==> config.mk <==
export PLATFORM = sky130hd
export DESIGN_NAME = status_merge
export DESIGN_NICKNAME = d
export VERILOG_FILES = /design/src/hdl/dep_check_pkg.sv /design/src/hdl/status_merge.sv
export SDC_FILE = /design/constraint.sdc
export NUM_CORES = 1
export LEC_CHECK = 0
export BUFFER_PORTS_ARGS = -buffer_cell sky130_fd_sc_hd__buf_2
export CORE_MARGIN = 1
export CORE_UTILIZATION = 49
export CTS_BUF_LIST = sky130_fd_sc_hd__clkbuf_8
export DETAILED_ROUTE_END_ITERATION = 12
export PLACE_DENSITY = 0.78
export SLEW_MARGIN = 10
export SYNTH_ARGS = -nofsm -noshare
export SYNTH_HDL_FRONTEND = slang
export SYNTH_SLANG_ARGS = --single-unit
==> constraint.sdc <==
create_clock -name i_clk -period 0.8 [get_ports i_clk]
set_input_delay 0.12 -clock i_clk [delete_from_list [all_inputs] [get_ports i_clk]]
set_output_delay 0.12 -clock i_clk [all_outputs]
set_load 0.02 [all_outputs]
==> src/hdl/dep_check_pkg.sv <==
// shared constants and types for the instruction group dependency checker
package dep_check_pkg;

    // ==========================================================
    // resource sizes
    localparam int GR_COUNT  = 128;
    localparam int PR_COUNT  = 64;
    localparam int BR_COUNT  = 8;
    localparam int AR_COUNT  = 4;
    localparam int POS_W     = 8;

    localparam logic [6:0]          STACKED_BASE = 7'h20;
    localparam int                  LOOP_PRED    = 63;
    localparam logic [GR_COUNT-1:0] GR_ONE       = 128'h1;
    localparam logic [PR_COUNT-1:0] USER_NAT_COLLECTION_REG_ONE     = 64'h1;
    localparam logic [PR_COUNT-1:0] PR_WRITABLE  = 64'hFFFF_FFFF_FFFF_FFFE;

    // implicit application resources, one bit each
    localparam int AR_LC  = 0;
    localparam int AR_EC  = 1;
    localparam int AR_PFS = 2;
    localparam int AR_CFM = 3;
    localparam logic [AR_COUNT-1:0] AR_LOOP_MASK = 4'h3;
    localparam logic [AR_COUNT-1:0] AR_CFM_MASK  = 4'h8;

    // ==========================================================
    // layout of the per-bit group records
    localparam int MK_GR_WR   = 0;
    localparam int MK_GR_CHK  = 128;
    localparam int MK_PR_WR   = 256;
    localparam int MK_PR_FP   = 320;
    localparam int MK_PR_NAND = 384;
    localparam int MK_PR_NOR  = 448;
    localparam int MK_SPILL   = 512;
    localparam int MK_W       = 576;

    // ==========================================================
    // register map (byte addresses)
    localparam logic [3:0]  ADDR_CTRL   = 4'h0;
    localparam logic [3:0]  ADDR_STATUS = 4'h4;
    localparam logic [3:0]  ADDR_FSTAT  = 4'h8;
    localparam int          CTRL_EN_BIT = 0;
    localparam logic        CTRL_EN_RST = 1'b1;

    // ==========================================================
    // enumerations
    typedef enum logic [3:0] {
        CLS_OTHER, CLS_FP, CLS_BRANCH, CLS_RESIZE, CLS_CHK_LOAD,
        CLS_SPILL, CLS_FILL, CLS_MOV_TO_USER_NAT_COLLECTION_REG, CLS_MOV_FROM_USER_NAT_COLLECTION_REG,
        CLS_MOV_TO_PR, CLS_MOV_FROM_PR
    } ins_class_e;

    typedef enum logic [1:0] {BR_PLAIN, BR_COUNTED, BR_MODULO} br_kind_e;
    typedef enum logic [1:0] {CMP_PLAIN, CMP_AND, CMP_OR} cmp_e;
    typedef enum logic [2:0] {FLT_NONE, FLT_RAW, FLT_WAW, FLT_WAR, FLT_PLACE} fault_e;

    // ==========================================================
    // carriers
    typedef struct packed {
        logic [5:0] float_status_reg;
        logic [3:0] processor_status_reg;
    } status_s;

    typedef struct packed {
        logic                 valid;
        logic                 entry;
        logic                 flow_taken;
        logic                 stop;
        logic                 br_taken;
        logic                 brk_fault;
        logic                 resv_fault;
        ins_class_e           cls;
        br_kind_e             br_kind;
        cmp_e                 cmp;
        logic                 qp;
        logic [1:0]           gr_rd_en;
        logic [6:0]           gr_rd0;
        logic [6:0]           gr_rd1;
        logic                 gr_wr_en;
        logic [6:0]           gr_wr;
        logic [PR_COUNT-1:0]  pr_rd;
        logic [PR_COUNT-1:0]  pr_wr;
        logic [BR_COUNT-1:0]  br_rd;
        logic [BR_COUNT-1:0]  br_wr;
        logic [AR_COUNT-1:0]  ar_rd;
        logic [AR_COUNT-1:0]  ar_wr;
        logic [5:0]           user_nat_collection_reg_bit;
        logic                 bad_after_resize;
        status_s              fp_status;
    } insn_s;

    typedef struct packed {
        logic             valid;
        fault_e           kind;
        logic [POS_W-1:0] pos;
    } fault_s;

    typedef struct packed {
        logic        cyc;
        logic        stb;
        logic        we;
        logic [3:0]  adr;
        logic [3:0]  sel;
        logic [31:0] dat;
    } wb_req_s;

    typedef struct packed {
        logic        ack;
        logic [31:0] dat;
    } wb_rsp_s;

endpackage

==> src/hdl/status_merge.sv <==
// merges floating-point status writes of one group by OR
module status_merge (
    input  wire logic                   i_clk,    // core clock
    input  wire logic                   i_rst,    // synchronous reset, high
    input  wire dep_check_pkg::status_s i_set,    // status bits written now
    input  wire logic                   i_commit, // group ends with this one
    output dep_check_pkg::status_s      o_status  // committed status
);
    import dep_check_pkg::*;

    typedef struct packed {
        status_s acc;
        status_s committed;
    } state_s;

    state_s st;
    state_s next_st;

    // ==========================================================
    // accumulate inside the group, fold in at its end
    always_comb begin
        next_st = st;
        if (i_commit) begin
            next_st.committed = st.committed | st.acc | i_set;
            next_st.acc       = '0;
        end else begin
            next_st.acc = st.acc | i_set;
        end
    end

    always_ff @(posedge i_clk) begin
        if (i_rst) begin
            st <= '0;
        end else begin
            st <= next_st;
        end
    end

    assign o_status = st.committed;
endmodule

Word level (Yosys, flattened, before mapping) --
Cells that the tools add are included.
Cells by class: bitwise logic cells 3, reduce and logical (&&, ||, !) cells 1
Operators by type and width (number):
- 10-bit OR | 3
- 2-bit OR reduction | 1
Storage, ports and cells: flip-flop bits (word level) 20, logic and storage cells 8, bits of input ports 13, output and inout bits 10

Depth between registers and ports, before layout --
Gate-level depths: netlist (run 1).
word-level depth 2, mapped depth 3, depth with buffers taken out 2

Least setup slack after synthesis (run 1) --
No wires, ideal clock.
kind input port to flip-flop, from in i_commit, to reg st[10] in the netlist's numbering, library setup time 0.064 ns, stages on the path 3, buffers on the path 1, arrival 0.565 ns, data required time 0.736 ns, setup slack 0.171 ns, path through or2_1 buf_2 nor2_1
Between the ends: longest elaborated chain between the ends 1
Ends and longest elaborated chain:
- from (decl) | RTL line status_merge.sv:6 | input wire logic i_commit,
- 2-bit OR reduction (no line)
- to (signal assigned) | RTL line status_merge.sv:35 | st <= next_st;
- to (decl) | RTL line status_merge.sv:16 | state_s st;
Every way passes these cells. A chain may end at the register's enable or synchronous reset.

Worst setup path in the final report (run 1) --
from reg st (netlist bit o_status[4]), to out o_status[4] in the netlist's numbering
RTL lines:
- to (decl) | RTL line status_merge.sv:7 | output dep_check_pkg::status_s o_status
No word-level cell between the ends.

==> summary.md, run 1 <==
| Metric | Value |
|---|---|
| Status | finished with violations |
| Failing checks | DRC, setup timing |
| Final instance area | around 890 um2 |
| DIE HEIGHT | between 30 and 40 um |
| Total GRT Usage | 16.8% |
| Hold Path Class | primary input to register |
| Drt initial violations | 5 |
| Min Tclk post-route | 0.834 ns |
| Cell area power density | approximately 2700 mW/mm2 |
| Commonest cells after routing, fill and taps aside | nor2_1 (20), buf_2 (12) |
| Max clock buf depth | 2 |
| Reg2Reg Depth | 3 |
| Peak fanout along the critical path | 2 |
| CP bufs+invs | 1 |
| ANT nets after route | 0 |
| RSZ-0062 raised after global routing | true |
| Fmax | approximately 1200 MHz |
| Arrival time worst endpoint | 0.71 ns |
| Cells after synthesis | 75 |
| Ports | 23 |
| Pre-Repair DR Iteration Count | 7 |
| Post-Syn Area per Cell | 9.03 um2 |
| Nets | roughly 110 |
| Gr ovfl total | 0 |
| Worst Path Required | 0.68 ns |
| Reg2reg start | o_status[3] |
| Clock skew | 0.000406 ns |
| CTS root buffer | clkbuf_8 |
| Placed insts | 100 |
| Worst-margin pin slew | around 0.37 ns |
| CTS tree | done |
| Slowest CP cell | dfxtp_2 |
| Stages on worst setup path | 1 |
| Residual DRC count | 2 |
| Fraction of layout cells with a size suffix above 1 | between 40% and 50% |
| Final Hold Slack | slightly above 0.08 ns |
| Setup violators final | 10 |
| Sequential share of the synthesized area | 59.1% |
| Clock sink count | 20 |
| Layout area overhead | 32.0% |
| First-pass GRT wire length | between 1500 and 2000 um |
| Worst VDD drop | 1.50 mV |
| Vias in the first global route | about 430 |
| Slowest stage delay, CP | ~0.34 ns |
| Initial antenna violation count | 0 |
| Fillers | 97 |
| Max cap viols | 0 |
| Critical Path Start | o_status[4] |
| DIE WIDTH | 39.2 um |
| HPWL Detailed | 663 um |
| R2R Setup Slk | around 0.090 ns |
| Post-Syn Area | approximately 680 um2 |
| Crit end category | output pin |
| Leak | 0.417 nW |
| Worst setup margin | -0.0341 ns |
| Std cell rows | 13 |
| Final hold vios | 0 |
| Worst skew pair latency | about 0.25 ns |
| Total power | about 2.4 mW |
| Final Max Slew Viols | 0 |
| Inserted Diodes | 0 |
| Startpoint Class | register |
| Setup CP Type | register to output pin |
| Register bit total from synthesis | 20 |
| Vias | around 480 |
| Die area | roughly 0.0015 mm2 |
| Hold Path Origin | i_set[5] |
| Slew headroom | approximately three quarters |
| Commonest non-fill, non-tap cell in the layout | nor2_1 |
| Inserted Clock Buffers | 3 |
| CP top delay family | flip-flops |
| Non-filler cells in the finished layout | approximately 110 |
| H-tree levels | 1 |
| Largest net degree at the start of global routing | 13 |
| Clock transition at path regs | around 0.07 ns |
| Syn Nets | ~90 |
| Fin crit share | 104% |
| RD Place Congestion | 0.574 |
| Core Area | ~0.0013 mm2 |
| Vias per cell | 4.45 |
| YS warnings | 0 |
| WL final | 1100 um |
| Critical-path cell list | buf_6 |
| Drt wl/cell | between 10 and 15 um |
| Hold Crit Depth | 3 |
| Placed Area | 724 um2 |
| Initial Util | around 53% |
| Port Buffer Count | 22 |
| Netlist cell types | 9 |
## cells by family after synthesis
group,synth area share (%)
buf+inv,18.7
simple gates,12.9
flops,59.1
compound gates,9.24
## tightest hold or removal path, stage by stage
cell	delay, ns
buf_2	0.07
nor2_1	0.04
nor2_1	0.07
## worst paths after layout
path	to
worst min register to register	st[12]
worst max register to register	o_status[3]
worst max-delay path	o_status[4]
worst min-delay path	st[15]
## through the flow
stage | utilization (%) | setup TNS [ns] | setup WS, ns
after global placement | 56.4 | 0 | 0.00498
final | 69.5 | -0.238 | -0.0341
after CTS | 68.4 | -0.276 | -0.0332
after floorplan | - | 0 | 0.171
after global routing | 69.5 | -0.424 | -0.0494
after detailed placement | 56.4 | -0.0268 | -0.0111
## repair_timing
action                                  in CTS  in global routing
hold buffers                                 0                  0
endpoints found under the setup margin      10                 10
setup buffers                                1                  2
resized for setup                           30                  0
## flip-flops by register name, indices dropped and copies added (netlist names)
register and cells:
o_status 10, st 10
## power breakdown
part	internal, mW	leakage, nW	total [mW]	switching (mW)
Sequential	1.08	0.168	1.12	0.0378
Clock	0.667	0.0357	0.983	0.316
Combinational	0.168	0.213	0.323	0.156
## cell type report
| cell class | count | area (um2) | area share [%] |
|---|---|---|---|
| clock buffer | 3 | 41.3 | 4.62 |
| clock inverter | 1 | 30.0 | 3.36 |
| inverter | 10 | 37.5 | 4.20 |
| multi-input combinational | 32 | 150 | 16.8 |
| sequential | 20 | 413 | 46.2 |
| tap | 15 | 18.8 | 2.10 |
| timing repair buffer | 26 | 203 | 22.7 |
## metal layers
metal	vias to the layer above	track usage (%)	routed length, um
met5	-	0	0
met4	0	10.3	10
met3	2	5.20	53
met2	17	26.3	532
met1	200	19.7	502
li1	257	-	-
## cell usage after synthesis (all sizes together)
cell | count | share of area (%)
buf | 12 | 13
dfxtp | 20 | 59
o22ai | 10 | 9.2
nor2 | 20 | 11
clkbuf | 1 | 0.55
or2 | 1 | 0.92
nand2b | 1 | 0.92
inv | 10 | 5.5
Power figures use the tool's default switching activity.
==> run 2: changes to the inputs <==
CORE_UTILIZATION = 52   (was 49)
PLACE_DENSITY = 0.82   (was 0.78)
clock period = 0.98 ns   (was 0.8 ns; I/O delays follow)
==> run 2 against run 1 <==
Net effect: utilization shrank 2.2 points; critical endpoint unchanged; largest power group unchanged; final cell count shrank 3.7%; setup slack gained 0.11 ns; total power shrank 30%; register-to-register slack gained 0.24 ns; hold slack gained 0.028 ns; count of clock-buffer cells in the layout grew 1; the flow now finishes without violations; sequential power shrank 20%; cell area shrank 13%; critical path depth is the same; flip-flop and latch count is the same; clock skew grew 0.00065 ns.
==> summary.md, run 2 (synthesized netlist as in run 1, its figures left out) <==
| Metric | Value |
|---|---|
| Hold Path Origin | i_set[7] |
| Initial antenna violation count | 0 (unchanged) |
| Fraction of layout cells with a size suffix above 1 | 30.3% (-13 points) |
| Max cap viols | 0 (unchanged) |
| H-tree levels | 1 (unchanged) |
| Fin crit share | approximately 93% |
| RD Place Congestion | 0.637 (+11%) |
| Vias in the first global route | 387 (-10%) |
| Reg2Reg Depth | 2 (-1) |
| Stages on worst setup path | 1 (unchanged) |
| Crit path to | o_status[4] |
| HPWL Detailed | 699 um (+5.4%) |
| Slowest CP cell | dfxtp_1 |
| Critical Path Start | o_status[4] |
| Pre-Repair DR Iteration Count | 3 (-4) |
| Worst VDD drop | 1.33 mV (-11%) |
| Slowest stage delay, CP | 0.34 ns (about the same) |
| Drt initial violations | 6 (+1) |
| Total GRT Usage | 16.8% (+0.044 points) |
| Clock transition at path regs | 0.07 ns (about the same) |
| Slew headroom | 76.2% (+0.88 points) |
| Max clock buf depth | 2 (unchanged) |
| Port Buffer Count | 22 (unchanged) |
| Vias | 454 (-4.6%) |
| CTS tree | done |
| Worst skew pair latency | 0.25 ns (about the same) |
| Nets | 103 (-2.8%) |
| Crit end category | output pin |
| Min Tclk post-route | 0.908 ns |
| Gr ovfl total | 0 (unchanged) |
| Final hold vios | 0 (unchanged) |
| Clock skew | 0.00106 ns (+0.000652 ns) |
| Leak | 0.378 nW (-9.2%) |
| Startpoint Class | register |
| Hold Path Class | primary input to register |
| Worst Path Required | 0.83 ns (+0.15 ns) |
| CTS Hold Bufs | 0 (unchanged) |
| Clock sink count | 20 (unchanged) |
| RSZ-0062 raised after global routing | false |
| Inserted Diodes | 0 (unchanged) |
| CTS root buffer | clkbuf_8 |
| Post-CTS sizing | 0 (-100%) |
| Die area | 0.00145 mm2 (-5.5%) |
| DIE WIDTH | 38.1 um (-2.8%) |
| CP top delay family | flip-flops |
| WL final | 977 um (-11%) |
| Arrival time worst endpoint | 0.76 ns (+0.05 ns) |
| Worst-margin pin slew | 0.357 ns (-0.0133 ns) |
| Post-CTS setup buffer count | 0 (-1) |
| Inserted Clock Buffers | 3 (unchanged) |
| Initial Util | 58.5% (+5.9 points) |
| Core Area | 0.00116 mm2 (-10%) |
| RR Endpoint | o_status[3] |
| Residual DRC count | 0 (-2) |
| Final Max Slew Viols | 0 (unchanged) |
| Critical-path cell list | buf_2 |
| R2R Setup Slk | 0.33 ns (+0.24 ns) |
| Vias per cell | 4.41 (-0.92%) |
| Setup CP Type | register to output pin |
| Commonest cells after routing, fill and taps aside | buf_2 (22), nor2_1 (20), dfxtp_1 (20), inv_1 (10), o22ai_1 (10) |
| Peak fanout along the critical path | 2 (unchanged) |
| Setup violators final | 0 (-10) |
| Commonest non-fill, non-tap cell in the layout | buf_2 |
| Ports | 23 (unchanged) |
| Layout area overhead | 15.0% |
| Std cell rows | 12 (-1) |
| Final core utilization | 67.3% (-2.2 points) |
| Setup tns final | 0 ns (+0.238 ns) |
| Status | complete, no violations |
| First-pass GRT wire length | 1590 um (-4.2%) |
| DIE HEIGHT | 38.1 um (-2.8%) |
| Drt wl/cell | 9.49 um (-7.6%) |
| ANT nets after route | 0 (unchanged) |
| Cell area power density | 2180 mW/mm2 (-19%) |
| Fmax | 1100 MHz |
| Largest net degree at the start of global routing | 12 (-1) |
| CP bufs+invs | 1 (unchanged) |
| Reg2reg start | st[13] |
-- run 2: stage by stage --
step / power, mW / setup WS (ns) / std cells / cell area, um2 / hold WS, ns
final: 1.70 / 0.0721 / 103 / 778 / 0.111
after global routing: 1.77 / 0.0405 / 103 / 778 / 0.115
after CTS: 1.71 / 0.0671 / 103 / 778 / 0.111
after detailed placement: 1.11 / 0.0596 / 99 / 723 / 0.374
after global placement: 1.11 / 0.123 / 99 / 723 / 0.368
after floorplan: 1.09 / 0.324 / 75 / 677 / 0.273
-- run 2: how the worst min path moves through the flow --
stage / endpoint / slack, ns / depth (start not counted)
after detailed placement: st[17] / 0.37 / 3
after global placement: st[19] / 0.37 / 3
after CTS: st[17] / 0.11 / 3
final: st[17] / 0.11 / 3
after floorplan: st[17] / 0.27 / 2
after global routing: st[15] / 0.12 / 3
-- run 2: area by class of cell --
type	instances	area [um2]
timing repair buffer	23	118
clock buffer	4	55.1
inverter	10	37.5
sequential	20	400
tap	14	17.5
fill	92	378
multi-input combinational	32	150
-- run 2: power breakdown --
part           leakage [nW]  switching (mW)  internal, mW
Sequential            0.166          0.0214         0.871
Clock                0.0288           0.250         0.357
Combinational         0.184           0.119        0.0799
-- run 2: per-layer routing --
layer | track usage (%) | vias up | routed length, um
met5 | 0 | - | 0
met4 | 13.4 | 0 | 11
met3 | 5.23 | 2 | 68
met2 | 22.9 | 18 | 400
met1 | 21.6 | 183 | 496
li1 | - | 251 | -
==> run 3: changes to the inputs <==
ABC_AREA = 1   (was not set)
PLACE_DENSITY = 0.81   (was 0.82)
==> run 3 against run 2 <==
Net effect: setup slack better by 0.018 ns; wire length is 4.7% higher; total power is 6.0% lower.
==> summary.md, run 3 <==
| Metric | Value |
|---|---|
| Post-CTS setup buffer count | 0 (unchanged) |
| Std cell rows | 13 (+1) |
| Leak | 0.385 nW (+1.7%) |
| Status | complete, no violations |
| Max clock buf depth | 2 (unchanged) |
| Reg2Reg Depth | 2 (unchanged) |
| Crit end category | output pin |
| DIE WIDTH | 39.8 um (+4.6%) |
| Die area | 0.00159 mm2 (+9.4%) |
| Nets | 113 (+9.7%) |
| HPWL Detailed | 718 um (+2.7%) |
| First-pass GRT wire length | 1700 um (+6.9%) |
| Final instance area | 835 um2 (+7.2%) |
| CTS tree | done |
| WL final | 1020 um (+4.7%) |
| CTS Hold Bufs | 0 (unchanged) |
| Placed Area | 793 um2 (+9.7%) |
| Register bit total from synthesis | 20 (unchanged) |
| Gr ovfl total | 0 (unchanged) |
| Multi-input gate area | 211 um2 (+41%) |
| Worst-margin pin slew | 0.583 ns (+0.226 ns) |
| Syn Nets | 97 (+10%) |
| Fraction of layout cells with a size suffix above 1 | 37.8% (+7.4 points) |
| Setup violators final | 0 (unchanged) |
| WHS Endpoint | st[18] |
| Inserted Diodes | 0 (unchanged) |
| Clock sink count | 20 (unchanged) |
| Port Buffer Count | 22 (unchanged) |
| Area fraction of the dominant cell type after synthesis | 53.8% (-5.4 points) |
| Layout area overhead | 12.1% |
| YS warnings | 0 (unchanged) |
| Max cap viols | 0 (unchanged) |
| Post-synth EDFFs | 0 (unchanged) |
| Hold Path Origin | i_set[8] |
| Clock transition at path regs | 0.07 ns (about the same) |
| Main synth FF type | dfxtp_1 |
| Drt initial violations | 3 (-3) |
| Cells after synthesis | 84 (+12%) |
| Netlist cell types | 12 (+3) |
| H-tree levels | 1 (unchanged) |
| Hold Crit Depth | 3 (unchanged) |
| Pre-Repair DR Iteration Count | 4 (+1) |
| Slew headroom | 61.1% (-15 points) |
| Residual DRC count | 0 (unchanged) |
| Fmax | 1120 MHz (+2.0%) |
| Worst skew pair latency | 0.25 ns (about the same) |
| CP bufs+invs | 1 (unchanged) |
| Largest cells by area after synthesis | dfxtp_1 (54%), buf_4 (10%), nor2_2 (7.6%), a21oi_1 (6.7%), o21ai_0 (6.7%) |
| Placed insts | 110 (+11%) |
| Ports | 23 (unchanged) |
| Cell area power density | 1910 mW/mm2 (-12%) |
| R2R Setup Slk | 0.32 ns (about the same) |
| Slowest stage delay, CP | 0.33 ns (about the same) |
| Asr flop ratio synth | 0% (unchanged) |
| Inserted Clock Buffers | 3 (unchanged) |
| Reg2reg start | st[19] |
| Critical-path cell list | buf_2 |
| Total GRT Usage | 16.5% (-0.32 points) |
| Fin crit share | 90.8% (-1.8 points) |
| Register Area | 400 um2 (unchanged) |
| Commonest cells after routing, fill and taps aside | buf_2 (22), dfxtp_1 (20) |
| Slowest CP cell | dfxtp_1 |
| Setup tns final | 0 ns (unchanged) |
| RR Endpoint | o_status[9] |
| Hold Path Class | primary input to register |
| Post-Syn Area per Cell | 8.86 um2 (-1.8%) |
| Arrival time worst endpoint | 0.74 ns (-0.02 ns) |
| Core Area | 0.00132 mm2 (+14%) |
| Final Max Slew Viols | 0 (unchanged) |
| RSZ-0062 raised after global routing | false |
| Total power | 1.60 mW (-6.0%) |
| Vias in the first global route | 450 (+16%) |
| Vias | 516 (+14%) |
| Final Hold Slack | 0.133 ns (+0.0224 ns) |
| Fillers | 122 (+33%) |
| RD Place Congestion | 0.590 (-7.5%) |
| Commonest non-fill, non-tap cell in the layout | buf_2 |
| Most common cell in the synthesized netlist | dfxtp_1 |
| Initial antenna violation count | 0 (unchanged) |
| Non-filler cells in the finished layout | 113 (+9.7%) |
| Post-CTS sizing | 0 (unchanged) |
| ANT nets after route | 0 (unchanged) |
| Sequential share of the synthesized area | 53.8% (-5.4 points) |
| Worst setup margin | 0.0899 ns (+0.0177 ns) |
| Final core utilization | 63.3% (-4.0 points) |
| DIE HEIGHT | 39.8 um (+4.6%) |
| CP top delay family | flip-flops |
| Post-place setup slack | 0.0731 ns (+0.0135 ns) |
| Final hold vios | 0 (unchanged) |
| Worst VDD drop | 0.888 mV (-33%) |
| Min Tclk post-route | 0.890 ns (-0.0177 ns) |
| Drt wl/cell | 9.05 um (-4.6%) |
| Post-Syn Area | 744 um2 (+10%) |
| Worst Path Required | 0.83 ns (about the same) |
| CTS root buffer | clkbuf_8 |
| Startpoint Class | register |
| Largest net degree at the start of global routing | 11 (-1) |
| Area leader, netlist | dfxtp_1 |
| Clock skew | 0.000945 ns (-0.000114 ns) |
| Setup CP Type | register to output pin |
| Vias per cell | 4.57 (+3.6%) |
| Initial Util | 56.5% (-2.0 points) |
| Peak fanout along the critical path | 2 (unchanged) |
run 3: cell types whose count changed after synthesis, sizes merged:
cell,delta
nand2b,-1
o22ai,-10
o21ai,+10
a21oi,+10
run 3: metal layers:
layer  vias to the layer above  track usage [%]  part of all wire [%]
li1                        279                -                     -
met1                       218             21.0                    52
met2                        17             26.2                    42
met3                         2             3.41                   4.0
met4                         0             7.76                   1.6
met5                         -                0                     0
run 3: worst max-delay path by stage:
stage | from | endpoint | slack, ns | cells after the start
floorplan | i_commit | st[17] | 0.34 | 3
CTS | o_status[5] | o_status[5] | 0.08 | 1
finish | o_status[5] | o_status[5] | 0.09 | 1
global route | o_status[8] | o_status[8] | 0.04 | 1
detailed placement | i_commit | st[10] | 0.07 | 3
global placement | i_commit | st[17] | 0.1 | 3
run 3: report_power, final:
part / switching [mW] / internal, mW / total (mW)
Sequential: 0.0202 / 0.864 / 0.884
Combinational: 0.116 / 0.0770 / 0.193
Clock: 0.248 / 0.273 / 0.521
run 3: final cells by class:
class / count / share of cell area, %
Sequential cell: 20 / 48.0
Multi-Input combinational cell: 41 / 25.3
Inverter: 10 / 4.50
Timing Repair Buffer: 24 / 15.0
Tap cell: 15 / 2.25
Clock buffer: 3 / 4.95
run 3: cells by family after synthesis:
family                 synth area share, %
flip-flops                            53.8
AND/OR/NAND/NOR                       15.0
buffers and inverters                 17.8
AO/OA/AOI/OAI                         13.4
